--- src/logic/dip_pkg.sv ---
/*
 Package of the digital input process image block: register map, field
 positions, reset values, timing constants and shared types.
 Assumes a single 50 MHz clock and a plain address/strobe register port.
*/
package dip_pkg;
	// Register byte offsets.
	localparam logic [7:0] DIP_OFS_CTRL = 8'h00;
	localparam logic [7:0] DIP_OFS_FAILSAFE = 8'h04;
	localparam logic [7:0] DIP_OFS_IRQ_STAT = 8'h08;
	localparam logic [7:0] DIP_OFS_IRQ_MASK = 8'h0c;
	localparam logic [7:0] DIP_OFS_DIAG = 8'h10;
	localparam logic [7:0] DIP_OFS_IMAGE = 8'h14;
	// Field positions.
	localparam int DIP_CTRL_SWAP = 0;
	localparam int DIP_ST_UNDERVOLT = 5;
	localparam int DIP_ST_OVERLOAD = 4;
	localparam int DIP_IRQ_ALM_IN = 0;
	localparam int DIP_IRQ_ALM_OUT = 1;
	localparam int DIP_IRQ_READY = 2;
	// Reset values.
	localparam logic DIP_SWAP_RST = 1'b0;
	localparam logic [15:0] DIP_FAILSAFE_RST = 16'h0000;
	localparam logic [2:0] DIP_IRQ_RST = 3'h0;
	// Diagnostic sources: overtemperature, surge, sensor overload, four groups.
	localparam int DIP_NDIAG = 7;
	localparam int DIP_GROUP = 4;
	// Identification data; the manufacturer code is arbitrary.
	localparam logic [15:0] DIP_IM_MFR = 16'h1234;
	localparam logic [15:0] DIP_IM_VERSION = 16'h0101;
	localparam logic [15:0] DIP_IM_SUPPORTED = 16'h001e;
	localparam logic [15:0] DIP_IM_BLANK = 16'h2020;
	localparam logic [2:0] DIP_IM_LAST_REC = 3'h4;
	// Fast startup limit.
	localparam int DIP_STARTUP_MS = 500;
	localparam int DIP_CLK_KHZ = 50000;
	localparam int DIP_STARTUP_CYCLES = DIP_STARTUP_MS * DIP_CLK_KHZ - 1;

	typedef struct packed {
		logic [31:0] status;
		logic [7:0] byte1;
		logic [7:0] byte0;
	} dip_image_t;

	typedef struct packed {
		logic in_alarm;
		logic out_alarm;
		logic [2:0] source;
	} dip_alarm_t;

	typedef enum logic [1:0] {
		DIP_BOOT = 2'b01,
		DIP_RUN = 2'b10
	} dip_state_t;
endpackage

--- src/logic/dip_top.sv ---
/*
 Digital input process image: cyclic status word and input bytes, indicator
 lights, diagnostic alarms, shared-device output grant, identification reads.
 Assumes all inputs synchronous to REF_CLK and one-cycle register strobes.
*/
// Summary of operation
// - Each input light follows its device input; labels are byte then bit.
// - Slot 1 always holds the four-byte status word.
// - Status word refreshed every cycle; bit 5 undervoltage, bit 4 overload.
// - Status bits 31..6 and 3..0 always read zero.
// - Unswapped: byte 0 carries inputs 1-8, byte 1 inputs 9-16.
// - Swap setting defaults off; on exchanges input bytes 0 and 1.
// - Swap never alters the failsafe substitute value.
// - A newly stored diagnostic entry sends an incoming alarm.
// - A removed diagnostic entry sends an outgoing alarm.
// - Station-fault light is on while any diagnostic entry is stored.
// - Entries come from overtemperature, sensor surge and sensor overload.
// - Channel diagnostics are reported per group of four channels.
// - With fast startup the block is ready in under 500 ms.
// - Two controllers may read; the first to connect gets output writing until it disconnects.
// - Identification records 0 to 4 are readable through slot 0.
`timescale 1ns/1ps
module dip_top import dip_pkg::*; #(
	parameter int STARTUP_CYCLES = DIP_STARTUP_CYCLES
) (
	// Clock and reset.
	input wire logic REF_CLK,
	input wire logic RST_N,
	// Field inputs and supply monitors.
	input wire logic [15:0] DEVICE_INPUT,
	input wire logic [15:0] CHANNEL_FAULT,
	input wire logic MODULE_UNDERVOLT,
	input wire logic MODULE_OVERLOAD,
	input wire logic DEVICE_OVERTEMP,
	input wire logic SENSOR_SURGE,
	input wire logic SENSOR_OVERLOAD,
	// Controller connections.
	input wire logic [1:0] CTRL_CONNECTED,
	input wire logic IM_RD_REQ,
	input wire logic [2:0] IM_RECORD,
	input wire logic [3:0] IM_WORD,
	// Register port.
	input wire logic [7:0] REG_ADDR,
	input wire logic [31:0] REG_WDATA,
	input wire logic REG_WR,
	input wire logic REG_RD,
	output logic [31:0] REG_RDATA,
	// Process image, alarms and grants.
	output dip_image_t PD_IMAGE,
	output logic [1:0] PD_VALID,
	output logic [1:0] OUT_GRANT,
	output dip_alarm_t ALARM,
	output logic [15:0] IM_RD_DATA,
	output logic IM_RD_VALID,
	output logic IM_RD_ERR,
	// Lights and interrupt.
	output logic [15:0] INPUT_LED,
	output logic STATION_FAULT_LED,
	output logic READY,
	output logic IRQ
);

	if (STARTUP_CYCLES < 1 || STARTUP_CYCLES > DIP_STARTUP_CYCLES) begin : g_chk
		$error("STARTUP_CYCLES out of range");
	end

	function automatic logic [2:0] dip_lowest(input logic [DIP_NDIAG-1:0] v);
		logic [2:0] r;
		r = 3'h0;
		for (int i = DIP_NDIAG - 1; i >= 0; i--) begin
			if (v[i]) begin
				r = 3'(i);
			end
		end
		return r;
	endfunction

	function automatic logic dip_hit(input logic [7:0] a, input logic [7:0] ofs, input logic s);
		return s && (a == ofs);
	endfunction

	////////////////////////////////////////////////////////////////////////////
	// Register port.
	logic swap_reg;
	logic [15:0] failsafe_reg;
	logic [2:0] irq_stat_reg, irq_stat_next;
	logic [2:0] irq_mask_reg;
	logic [31:0] rdata_reg;
	logic [2:0] irq_ev;
	logic [DIP_NDIAG-1:0] stored_reg;

	wire wr_ctrl = dip_hit(REG_ADDR, DIP_OFS_CTRL, REG_WR);
	wire wr_fs = dip_hit(REG_ADDR, DIP_OFS_FAILSAFE, REG_WR);
	wire wr_stat = dip_hit(REG_ADDR, DIP_OFS_IRQ_STAT, REG_WR);
	wire wr_mask = dip_hit(REG_ADDR, DIP_OFS_IRQ_MASK, REG_WR);
	wire [2:0] stat_clr = wr_stat ? REG_WDATA[2:0] : 3'h0;
	// An event in the clearing cycle survives.
	assign irq_stat_next = (irq_stat_reg & ~stat_clr) | irq_ev;

	logic [31:0] rd_mux;
	always_comb begin
		case (REG_ADDR)
			DIP_OFS_CTRL: rd_mux = {31'h0, swap_reg};
			DIP_OFS_FAILSAFE: rd_mux = {16'h0, failsafe_reg};
			DIP_OFS_IRQ_STAT: rd_mux = {29'h0, irq_stat_reg};
			DIP_OFS_IRQ_MASK: rd_mux = {29'h0, irq_mask_reg};
			DIP_OFS_DIAG: rd_mux = {25'h0, stored_reg};
			DIP_OFS_IMAGE: rd_mux = {16'h0, PD_IMAGE.byte1, PD_IMAGE.byte0};
			default: rd_mux = 32'h0;
		endcase
	end

	always_ff @(posedge REF_CLK or negedge RST_N) begin
		if (!RST_N) begin
			swap_reg <= DIP_SWAP_RST;
			failsafe_reg <= DIP_FAILSAFE_RST;
			irq_stat_reg <= DIP_IRQ_RST;
			irq_mask_reg <= DIP_IRQ_RST;
			rdata_reg <= 32'h0;
			IRQ <= 1'b0;
		end else begin
			if (wr_ctrl) swap_reg <= REG_WDATA[DIP_CTRL_SWAP];
			// The substitute value has its own write path only.
			if (wr_fs) failsafe_reg <= REG_WDATA[15:0];
			if (wr_mask) irq_mask_reg <= REG_WDATA[2:0];
			irq_stat_reg <= irq_stat_next;
			rdata_reg <= REG_RD ? rd_mux : 32'h0;
			IRQ <= |(irq_stat_next & irq_mask_reg);
		end
	end
	assign REG_RDATA = rdata_reg;

	////////////////////////////////////////////////////////////////////////////
	// Fast startup.
	dip_state_t state_reg, state_next;
	logic [24:0] boot_cnt_reg;
	wire boot_done = boot_cnt_reg == 25'(STARTUP_CYCLES - 1);

	always_comb begin
		case (state_reg)
			DIP_BOOT: state_next = boot_done ? DIP_RUN : DIP_BOOT;
			DIP_RUN: state_next = DIP_RUN;
			default: state_next = DIP_BOOT;
		endcase
	end

	always_ff @(posedge REF_CLK or negedge RST_N) begin
		if (!RST_N) begin
			state_reg <= DIP_BOOT;
			boot_cnt_reg <= 25'h0;
			READY <= 1'b0;
		end else begin
			state_reg <= state_next;
			if (state_reg == DIP_BOOT) boot_cnt_reg <= boot_cnt_reg + 25'h1;
			READY <= state_next == DIP_RUN;
		end
	end

	////////////////////////////////////////////////////////////////////////////
	// Process image and lights.
	wire [7:0] in_lo = DEVICE_INPUT[7:0];
	wire [7:0] in_hi = DEVICE_INPUT[15:8];
	dip_image_t image_next;
	always_comb begin
		image_next.status = 32'h0;
		image_next.status[DIP_ST_UNDERVOLT] = MODULE_UNDERVOLT;
		image_next.status[DIP_ST_OVERLOAD] = MODULE_OVERLOAD;
		// Status word is built apart from the swap path.
		image_next.byte0 = swap_reg ? in_hi : in_lo;
		image_next.byte1 = swap_reg ? in_lo : in_hi;
	end

	always_ff @(posedge REF_CLK or negedge RST_N) begin
		if (!RST_N) begin
			PD_IMAGE <= '0;
			INPUT_LED <= 16'h0;
		end else begin
			PD_IMAGE <= image_next;
			INPUT_LED <= DEVICE_INPUT;
		end
	end

	////////////////////////////////////////////////////////////////////////////
	// Diagnostics and alarms; one alarm per cycle, lowest source first.
	logic [DIP_GROUP-1:0] grp_fault;
	for (genvar g = 0; g < DIP_GROUP; g++) begin : g_grp
		assign grp_fault[g] = |CHANNEL_FAULT[4*g +: 4];
	end
	wire [DIP_NDIAG-1:0] diag_live = {grp_fault, SENSOR_OVERLOAD, SENSOR_SURGE, DEVICE_OVERTEMP};
	wire [DIP_NDIAG-1:0] diag_diff = diag_live ^ stored_reg;
	wire [2:0] diag_src = dip_lowest(diag_diff);
	wire diag_any = |diag_diff;
	wire diag_new = diag_any && diag_live[diag_src];
	wire [DIP_NDIAG-1:0] stored_next = stored_reg ^ (diag_any ? (7'h1 << diag_src) : 7'h0);
	assign irq_ev = {state_next == DIP_RUN && state_reg == DIP_BOOT,
		diag_any && !diag_new, diag_new};

	always_ff @(posedge REF_CLK or negedge RST_N) begin
		if (!RST_N) begin
			stored_reg <= '0;
			ALARM <= '0;
			STATION_FAULT_LED <= 1'b0;
		end else begin
			stored_reg <= stored_next;
			ALARM.in_alarm <= diag_new;
			ALARM.out_alarm <= diag_any && !diag_new;
			ALARM.source <= diag_src;
			STATION_FAULT_LED <= |stored_next;
		end
	end

	////////////////////////////////////////////////////////////////////////////
	// Shared device: the first controller to connect owns output writing.
	logic owner_valid_reg;
	logic owner_id_reg;
	wire owner_lost = owner_valid_reg && !CTRL_CONNECTED[owner_id_reg];
	wire take = (!owner_valid_reg || owner_lost) && |CTRL_CONNECTED;
	wire take_id = !CTRL_CONNECTED[0];

	always_ff @(posedge REF_CLK or negedge RST_N) begin
		if (!RST_N) begin
			owner_valid_reg <= 1'b0;
			owner_id_reg <= 1'b0;
			OUT_GRANT <= 2'h0;
			PD_VALID <= 2'h0;
		end else begin
			if (take && !owner_valid_reg) begin
				owner_valid_reg <= 1'b1;
				owner_id_reg <= take_id;
			end else if (owner_lost) begin
				owner_valid_reg <= 1'b0;
			end
			OUT_GRANT <= (READY && owner_valid_reg && !owner_lost) ? (2'h1 << owner_id_reg) : 2'h0;
			PD_VALID <= READY ? CTRL_CONNECTED : 2'h0;
		end
	end

	////////////////////////////////////////////////////////////////////////////
	// Identification reads through slot 0.
	logic [15:0] im_word;
	always_comb begin
		if (IM_RECORD != 3'h0) begin
			im_word = DIP_IM_BLANK;
		end else begin
			case (IM_WORD)
				4'h0: im_word = DIP_IM_MFR;
				4'h1: im_word = DIP_IM_VERSION;
				4'h2: im_word = DIP_IM_SUPPORTED;
				default: im_word = 16'h0;
			endcase
		end
	end
	wire im_ok = IM_RECORD <= DIP_IM_LAST_REC;

	always_ff @(posedge REF_CLK or negedge RST_N) begin
		if (!RST_N) begin
			IM_RD_VALID <= 1'b0;
			IM_RD_ERR <= 1'b0;
			IM_RD_DATA <= 16'h0;
		end else begin
			IM_RD_VALID <= IM_RD_REQ && im_ok;
			IM_RD_ERR <= IM_RD_REQ && !im_ok;
			IM_RD_DATA <= (IM_RD_REQ && im_ok) ? im_word : 16'h0;
		end
	end
endmodule

--- config.mk ---
export PLATFORM = sky130hd
export DESIGN_NAME = dip_top
export DESIGN_NICKNAME = d
export VERILOG_FILES = /design/src/logic/dip_pkg.sv /design/src/logic/dip_top.sv
export SDC_FILE = /design/constraint.sdc
export NUM_CORES = 1
export LEC_CHECK = 0
export BUFFER_PORTS_ARGS = -buffer_cell sky130_fd_sc_hd__buf_2
export CORE_MARGIN = 4
export CORE_UTILIZATION = 45
export DETAILED_ROUTE_END_ITERATION = 6
export PLACE_DENSITY = 0.77
export SLEW_MARGIN = 20
export SYNTH_ARGS = -nofsm -noshare
export SYNTH_HDL_FRONTEND = slang
export SYNTH_SLANG_ARGS = --single-unit
--- constraint.sdc ---
create_clock -name REF_CLK -period 2.4 [get_ports REF_CLK]
set_clock_uncertainty 0.15 [all_clocks]
set_input_delay 0.12 -clock REF_CLK [delete_from_list [all_inputs] [get_ports REF_CLK]]
set_output_delay 0.12 -clock REF_CLK [all_outputs]
set_load 0.1 [all_outputs]
==> metrics.md, run 1 <==
| Metric | Value |
|---|---|
| Failing checks | negative setup slack |
| Final wirelength | 14.52 mm |
| Mapped Area | 5813 um^2 |
| Placed cells | 843 |
| CP required | 2530 ps |
| TritonRoute pass-1 iters | 5 |
| Reg clk slew, reported paths | 50 ps |
| CP max FO | 5 |
| Total power | 6.808 mW |
| Max reg flops | 25 |
| Relative slew slack | 0.6364 |
| Post-synth top area share | 0.5510 |
| EDFF count, synth | 0 |
| Grt ovf | 0 |
| Layout cells sized above 1 | 0.3670 |
| Io pins | 217 |
| Die extent in x | 121.7 um |
| Antenna violations before repair | 3 |
| Clock Tree Root | clkbuf_16 |
| Post-layout min period | 2443 ps |
| Fmax | 409.4 MHz |
| Final Hold Violating Endpoints | 0 |
| Detail Placement HPWL | 10.27 mm |
| Max-slew violation count | 0 |
| Post-route insts no fill | 937 |
| DR DRC count | 0 |
| Syn Inst Count | 502 |
| Synth Register Bits | 129 |
| Post-synth top cells | dfrtp_1, buf_4, nor2_1 |
| Die Area | 14800 um^2 |
| RSZ-0062 raised after global routing | true |
| Vias in the first global route | 4900 |
| Routed vias | 4603 |
| Initial Utilization | 0.4606 |
| Port Buffers | 148 |
| Number of vias per cell | 4.912 |
| CP Launch Type | primary input |
| Antenna viol nets, final | 0 |
| Peak supply drop | 0.6182 mV |
| Routability cong. | 0.8828 |
| Type of the worst setup path | primary input to flop |
| CP Capture Type | flop |
| Post-synth cell types | 55 |
| Synth warnings | 0 |
| Sequential share of the synthesized area | 0.5555 |
| Clock latency on the worst-skew pair | 410 ps |
| Largest net degree at the start of global routing | 47 |
| Avg WL per Cell | 15.49 um |
| Site Rows | 41 |
| Maximum clock path buffer count | 2 |
| Most numerous cell in the Yosys netlist | dfrtp_1 |
| Nets | 847 |
| Worst slew pin tran | 540.8 ps |
| Core area | 12620 um^2 |
| Hold crit path type | primary input to flop |
| Max-cap violations | 0 |
| CP Data Arrival Time | 2580 ps |
| Leakage power | 4.043 nW |
| CTS HTree Levels | 4 |
| Starting DRT DRC Count | 298 |
| Leading area contributor after synthesis | dfrtp_1 |
| Num CTS Buffers | 17 |
| # setup viols final | 1 |
| Post-synth ARST share | 1.000 |
| Run status | finished, violations left |
| Area grow syn2layout | 39.93% |
| Ranking of synthesized cells by area | dfrtp_1, buf_4, mux2_2, xnor2_1, nor2_1 |
| Global-route wire length before repair | 23.37 mm |
| Die H | 121.7 um |
| Final worst setup slack | -42.79 ps |
| CTS tree | done |
| Clk sink count | 129 |
| Pwr dens | 837.0 nW/um^2 |
| Ys flop type | dfrtp_1 |
| Gr usage total | 0.2023 |
| Average size of a mapped cell | 11.58 um^2 |
| Period Utilization, post-route | 1.018 |
==> layout by cell type, fill, tap and decap left out, types with 9 or more instances in the layout <==
cell type        n
nor2_1          35
conb_1          52
o21ai_0          9
inv_1           12
xor2_1           9
buf_4           43
nand3_1         11
and3_1          15
xnor2_1         22
mux2_2          36
nand2_1         31
buf_2          146
a22oi_1         16
dfrtp_1        125
a21oi_1         10
clkbuf_16       17
dlygate4sd3_1   57
==> through the flow <==
| stage | TNS, ps | hold WS, ps | setup WS (ps) | util | instance area [um^2] |
|---|---|---|---|---|---|
| 2_1_floorplan | -95.06 | -325.6 | -95.06 | - | 6050 |
| 3_3_place_gp | -323.4 | -34.44 | -212.5 | 0.5439 | 6864 |
| 3_5_place_dp | -494.9 | -26.29 | -293.4 | 0.5439 | 6864 |
| 4_1_cts | -37.91 | 29.67 | -37.91 | 0.6383 | 8055 |
| 5_1_grt | -122.1 | 36.74 | -102.4 | 0.6444 | 8132 |
| 6_report | -42.79 | 43.21 | -42.79 | 0.6446 | 8134 |
==> cell families after synthesis <==
kind of cell,synth area share
AOI/OAI and AO/OA,0.07361
xor gates and xnor gates,0.05984
adders and majority gates,0.008610
buffers and inverters,0.08954
DFF,0.5555
muxes,0.07663
other,0.0006451
and+or+nand+nor,0.1356
==> final cells by class <==
| cell class | instances | area [um^2] |
|---|---|---|
| repair buffers | 250 | 1692 |
| inverters | 12 | 45.04 |
| flip-flops and latches | 129 | 3233 |
| well taps | 172 | 215.2 |
| diodes | 2 | 5.005 |
| fillers | 964 | 4486 |
| multi-input cells | 342 | 2356 |
| clock inverters | 5 | 102.6 |
| clock buffers | 25 | 485.5 |
==> power by group <==
part           leakage, nW  total [mW]  internal, mW  switching [mW]
logic                 2.11        1.84         0.555            1.28
registers             1.65        2.41          2.31           0.104
clock network        0.283        2.56          1.70           0.857
==> layer usage <==
| layer | GRT usage | vias to the layer above | wire length [um] |
|---|---|---|---|
| met5 | 0 | - | 27 |
| met4 | 0.08263 | 4 | 314 |
| met3 | 0.07335 | 30 | 1117 |
| met2 | 0.3333 | 198 | 7360 |
| met1 | 0.2414 | 2243 | 5695 |
| li1 | - | 2128 | - |
==> worst max-delay path, stage by stage <==
cell and delay (ps):
dlygate4sd3_1 550, clkbuf_4 190, xnor2_4 170, nand2_2 130, nor4_1 90, or2_4 240, o311a_1 320, or4_4 440
a221o_1 320
==> timing repair <==
action / in CTS / in global routing
hold buffers: 57 / 0
resized for setup: 2 / 16
endpoints found under the hold margin: 209 / 0
endpoints found under the setup margin: 2 / 7
buffers inserted: 3 / 2
pin swaps: 4 / 5
==> path summary, 6_finish.rpt <==
path	slack, ps	cells after the start	startpoint	endpoint
max in group asynchronous	1370	3	RST_N	state_reg[0]
worst min-delay path	40	4	REG_WR	swap_reg
worst min register to register	320	1	boot_cnt_reg[14]	boot_cnt_reg[14]
worst max-delay path	-40	9	SENSOR_SURGE	IRQ
worst max register to register	-40	6	stored_reg[5]	IRQ
min in group asynchronous	80	2	RST_N	PD_IMAGE[20]
Note: power is estimated with default switching activity, not from simulation.
==> run 2: changes to the inputs <==
--- a/config.mk
+++ b/config.mk
@@ -10,6 +10,7 @@
 export CORE_UTILIZATION = 45
 export DETAILED_ROUTE_END_ITERATION = 6
 export PLACE_DENSITY = 0.77
+export RECOVER_POWER = 25
 export SLEW_MARGIN = 20
 export SYNTH_ARGS = -nofsm -noshare
 export SYNTH_HDL_FRONTEND = slang
==> run 2 against run 1 <==
  * The run still ends with negative setup slack left
  * Count of clock-buffer cells in the layout did not move
  * Via count grew 0.13%
  * Power shrank 0.15%
  * First-iteration DRC count up 15%
  * Design area fell by 0.58%
  * Combinational power about the same
  * Core utilization down 0.38 points
  * Final cell count stayed put
  * Sequential share of layout area up 0.23 points
  * Flip-flop and latch count unchanged
  * Non-clock buffer count unchanged
  * Critical path type unchanged
  * Critical endpoint unchanged
==> metrics.md, run 2 (synthesized netlist as in run 1, its figures left out) <==
| Metric | Value |
|---|---|
| CP required | 2530 ps |
| Grt ovf | 0 |
| # setup viols final | 1 |
| Die H | 121.7 um |
| Largest net degree at the start of global routing | 47 |
| Failing checks | negative setup slack |
| Max-slew violation count | 0 |
| Setup WS pre-CTS | -293.4 ps |
| Initial Utilization | 0.4606 |
| Detail Placement HPWL | 10.27 mm |
| CP Launch Type | primary input |
| Worst slew pin tran | 927.3 ps |
| CTS tree | done |
| Final worst setup slack | -33.96 ps |
| Routability cong. | 0.8828 |
| Die Area | 14800 um^2 |
| Port Buffers | 148 |
| CP Capture Type | flop |
| Max reg flops | 25 |
| CP Data Arrival Time | 2570 ps |
| Cells on Worst Hold Path | 4 |
| Final Cell Area | 8087 um^2 |
| Leakage power | 3.988 nW |
| Clock Tree Root | clkbuf_16 |
| Number of vias per cell | 4.919 |
| Routed vias | 4609 |
| Antenna viol nets, final | 0 |
| Global-route wire length before repair | 23.37 mm |
| Starting DRT DRC Count | 343 |
| Clk sink count | 129 |
| Fmax | 410.9 MHz |
| Pwr dens | 840.7 nW/um^2 |
| Period Utilization, post-route | 1.014 |
| Site Rows | 41 |
| Commonest non-fill, non-tap cell in the layout | buf_2 |
| Nets | 847 |
| Gr usage total | 0.2023 |
| RSZ-0062 raised after global routing | true |
| Sequential cell area | 3233 um^2 |
| Commonest cells after routing, fill and taps aside | buf_2, dfrtp_1, dlygate4sd3_1 |
| TritonRoute pass-1 iters | 4 |
| Final Hold Violating Endpoints | 0 |
| Type of the worst setup path | primary input to flop |
| Final wirelength | 14.55 mm |
| Maximum clock path buffer count | 2 |
| Hold crit path type | primary input to flop |
| Dpl cell area | 6864 um^2 |
| R2r worst-path depth | 6 |
| Avg WL per Cell | 15.53 um |
| Area grow syn2layout | 39.11% |
| Reg clk slew, reported paths | 50 ps |
| Max-cap violations | 0 |
| DR DRC count | 0 |
| CP max FO | 5 |
| Vias in the first global route | 4900 |
| Peak supply drop | 0.6150 mV |
| CTS HTree Levels | 4 |
| Layout cells sized above 1 | 0.3460 |
| Multi-input logic area | 2356 um^2 |
| Post-layout min period | 2434 ps |
| Die extent in x | 121.7 um |
| Clock latency on the worst-skew pair | 410 ps |
| Relative slew slack | 0.3818 |
| Num CTS Buffers | 17 |
| Io pins | 217 |
| Core area | 12620 um^2 |
| Worst hold margin | 44.33 ps |
| Run status | finished, violations left |
| Antenna violations before repair | 3 |
| Fillers | 981 |
==> run 2: metal layers <==
| metal | wire, um | GRT usage | vias to the layer above |
|---|---|---|---|
| met3 | 1117 | 0.07335 | 30 |
| met2 | 7393 | 0.3333 | 204 |
| met5 | 27 | 0 | - |
| met4 | 306 | 0.08263 | 4 |
| met1 | 5709 | 0.2414 | 2240 |
| li1 | - | - | 2131 |
==> run 2: stage by stage <==
| step | power, mW | instances | utilization | setup TNS, ps |
|---|---|---|---|---|
| after global placement | 4.084 | 843 | 0.5439 | -323.4 |
| after floorplan | 3.711 | 553 | - | -95.06 |
| after CTS | 6.767 | 933 | 0.6383 | -37.91 |
| after detailed placement | 4.111 | 843 | 0.5439 | -494.9 |
| final | 6.798 | 937 | 0.6408 | -33.96 |
| after global routing | 7.053 | 936 | 0.6406 | -122.1 |
==> run 2: cell type report <==
class	instances	share of cell area
sequential	129	0.3998
timing repair buffer	250	0.2033
multi-input combinational	342	0.2914
antenna	2	0.0006189
inverter	12	0.005570
tap	172	0.02661
clock inverter	5	0.01269
clock buffer	25	0.06003
==> run 2: timing repair <==
item	in CTS	in global routing
hold buffers	57	0
resized for setup	2	16
buffers inserted	3	2
endpoints found under the setup margin	2	7
pin swaps	4	5
hold endpoints to repair	209	0
==> run 2: worst paths after layout <==
| path | end | start | slack, ps |
|---|---|---|---|
| max in group asynchronous | stored_reg[5] | RST_N | 620 |
| hold reg to reg | boot_cnt_reg[14] | boot_cnt_reg[14] | 320 |
| setup reg to reg | IRQ | stored_reg[5] | -30 |
| hold / removal | swap_reg | REG_WR | 40 |
| min in group asynchronous | PD_IMAGE[20] | RST_N | 230 |
| setup / recovery | IRQ | SENSOR_SURGE | -30 |
==> run 2: power breakdown <==
| part | switching, mW | internal, mW | leakage, nW |
|---|---|---|---|
| logic | 1.28 | 0.546 | 2.05 |
| registers | 0.105 | 2.31 | 1.65 |
| clock network | 0.856 | 1.70 | 0.283 |
| total | 2.24 | 4.56 | 3.99 |
==> run 2: critical path, stage by stage <==
cell,delay [ps]
dlygate4sd3_1,550
clkbuf_4,190
xnor2_4,210
o211ai_1,160
and3_1,200
o311a_1,370
or4_4,440
a221o_1,320
==> run 3: changes to the inputs <==
--- a/config.mk
+++ b/config.mk
@@ -15,3 +15,4 @@
 export SYNTH_ARGS = -nofsm -noshare
 export SYNTH_HDL_FRONTEND = slang
 export SYNTH_SLANG_ARGS = --single-unit
+export TNS_END_PERCENT = 5
==> run 3 against run 2 <==
  * The flow still finishes with violations (negative setup slack)
  * Critical path depth shrank 2
  * Setup slack lost 8.2 ps
  * Via count shrank 1.4%
  * Register-to-register slack is essentially flat
  * Critical path type is now flop to flop
==> metrics.md, run 3 (synthesized netlist as in run 1, its figures left out) <==
| Metric | Value |
|---|---|
| CP Cell Sequence | xnor2_1 > nor4_1 > or2_4 > o311a_1 > or4_4 > a221o_1 |
| Die Area | 14800 um^2 |
| Switching share of power | 0.3425 |
| Post-layout min period | 2442 ps |
| Global-route wire length before repair | 23.07 mm |
| Nets | 839 |
| Routability cong. | 0.9069 |
| Type of the worst setup path | flop to flop |
| Antenna viol nets, final | 0 |
| CP max FO | 3 |
| CTS tree | done |
| Clock Power Share | 0.372 |
| R2r worst-path depth | 6 |
| Hold crit path type | primary input to flop |
| Grt ovf | 0 |
| Relative slew slack | 0.004802 |
| RSZ-0062 raised after global routing | true |
| Routed vias | 4543 |
| # setup viols final | 1 |
| Slowest stage cell, crit path | or4_4 |
| Worst slew pin tran | 1493 ps |
| WHS Endpoint | IM_RD_DATA[13] |
| Post-route insts no fill | 930 |
| Cells on Worst Hold Path | 3 |
| Antenna violations before repair | 1 |
| DR DRC count | 0 |
| Period Utilization, post-route | 1.018 |
| Setup WS pre-CTS | -319.4 ps |
| Commonest cells after routing, fill and taps aside | buf_2, dfrtp_1, dlygate4sd3_1 |
| CP Launch Type | flop |
| Fmax | 409.5 MHz |
| Setup total negative slack | -42.16 ps |
| Layout cells sized above 1 | 0.3342 |
| Commonest non-fill, non-tap cell in the layout | buf_2 |
| Leakage power | 3.941 nW |
| Site Rows | 41 |
| Worst Hold Launch | IM_RECORD[1] |
| Num CTS Buffers | 17 |
| Io pins | 217 |
| Max reg flops | 25 |
| Initial Utilization | 0.4606 |
| Number of vias per cell | 4.885 |
| Clock latency on the worst-skew pair | 410 ps |
| Die extent in x | 121.7 um |
| Logic pwr share | 0.267 |
| CP Capture Type | flop |
| Reg2Reg Setup Slack | -40 ps |
| Port Buffers | 148 |
| CP required | 2540 ps |
| Fin util | 0.6308 |
| Clk sink count | 129 |
| Max-cap violations | 0 |
| Sequential share of power | 0.361 |
| Max-slew violation count | 0 |
| Detail Placement HPWL | 9.927 mm |
| Failing checks | negative setup slack |
| Core area | 12620 um^2 |
| Largest net degree at the start of global routing | 60 |
| Pwr dens | 837.4 nW/um^2 |
| Placed cells | 840 |
| Maximum clock path buffer count | 2 |
| Reg clk slew, reported paths | 50 ps |
| Final Hold Violating Endpoints | 0 |
| Run status | finished, violations left |
| Area grow syn2layout | 36.93% |
| Switch Pwr | 2.283 mW |
| Worst R2R End | IRQ |
| CTS HTree Levels | 4 |
| Starting DRT DRC Count | 264 |
| Final worst setup slack | -42.16 ps |
| Pint | 4.382 mW |
| Vias in the first global route | 4755 |
| Final wirelength | 14.31 mm |
| Reg-to-Reg Start | stored_reg[5] |
| CP Data Arrival Time | 2590 ps |
| Clock Tree Root | clkbuf_16 |
| Die H | 121.7 um |
| Worst path max stage delay | 440 ps |
| Peak supply drop | 0.4399 mV |
| Avg WL per Cell | 15.39 um |
| TritonRoute pass-1 iters | 5 |
| Gr usage total | 0.2013 |
[run 3: cell count changes in the layout (fill, tap and decap cells not counted), moves of 3 or more]
cell | before | now
dfrtp_1 | 125 | 128
clkinv_2 | 1 | 6
dfrtp_2 | 3 | 0
dlygate4sd3_1 | 57 | 54
buf_4 | 42 | 37
clkbuf_4 | 3 | 0
[run 3: worst max-delay path by stage]
stage / startpoint / end / slack [ps] / depth (start not counted)
6_report: stored_reg[5] / IRQ / -40 / 6
3_5_place_dp: CHANNEL_FAULT[2] / IRQ / -320 / 8
3_3_place_gp: CHANNEL_FAULT[2] / IRQ / -240 / 8
2_1_floorplan: CHANNEL_FAULT[2] / IRQ / -100 / 7
4_1_cts: stored_reg[5] / IRQ / -30 / 6
5_1_grt: stored_reg[2] / IRQ / -150 / 7
[run 3: critical path, delay by kind of cell (launching register included)]
family	cells	cell delay, ps
xor gates and xnor gates	1	280
DFF	1	430
and+or+nand+nor	3	830
AOI/OAI and AO/OA	2	640
[run 3: cell type report]
type,count,area [um^2]
diodes,1,2.502
well taps,172,215.2
repair buffers,242,1598
fillers,1009,4659
clock inverters,11,112.6
inverters,12,45.04
flip-flops and latches,129,3229
clock buffers,21,460.4
multi-input cells,342,2297
[run 3: timing repair]
action,in CTS,in global routing
pin swaps,4,0
hold buffers,54,0
endpoints found under the hold margin,133,0
setup buffers,3,0
resized for setup,3,1
cloned,0,0
endpoints found under the setup margin,1,3
[run 3: per-layer routing]
metal,up-vias,part of all wire,global-route usage
li1,2121,-,-
met4,2,0.032,0.1071
met5,-,0.00091,0
met2,200,0.49,0.3295
met3,38,0.075,0.06035
met1,2182,0.40,0.2393
[run 3: stage by stage]
step	hold slack [ps]	area, um^2	total power, mW
floorplan	-325.6	6041	3.711
global placement	77.72	6833	4.060
detailed placement	79.32	6833	4.093
CTS	9.647	7979	6.694
global route	57.94	7958	6.924
finish	26.02	7960	6.666
[run 3: power groups by stage]
stage | Combinational, mW | Sequential, mW | Clock [mW]
global placement | 1.63 | 2.43 | 0
global route | 1.88 | 2.42 | 2.63
finish | 1.78 | 2.41 | 2.48
CTS | 1.77 | 2.40 | 2.52
detailed placement | 1.66 | 2.44 | 0
floorplan | 0.864 | 2.85 | 0
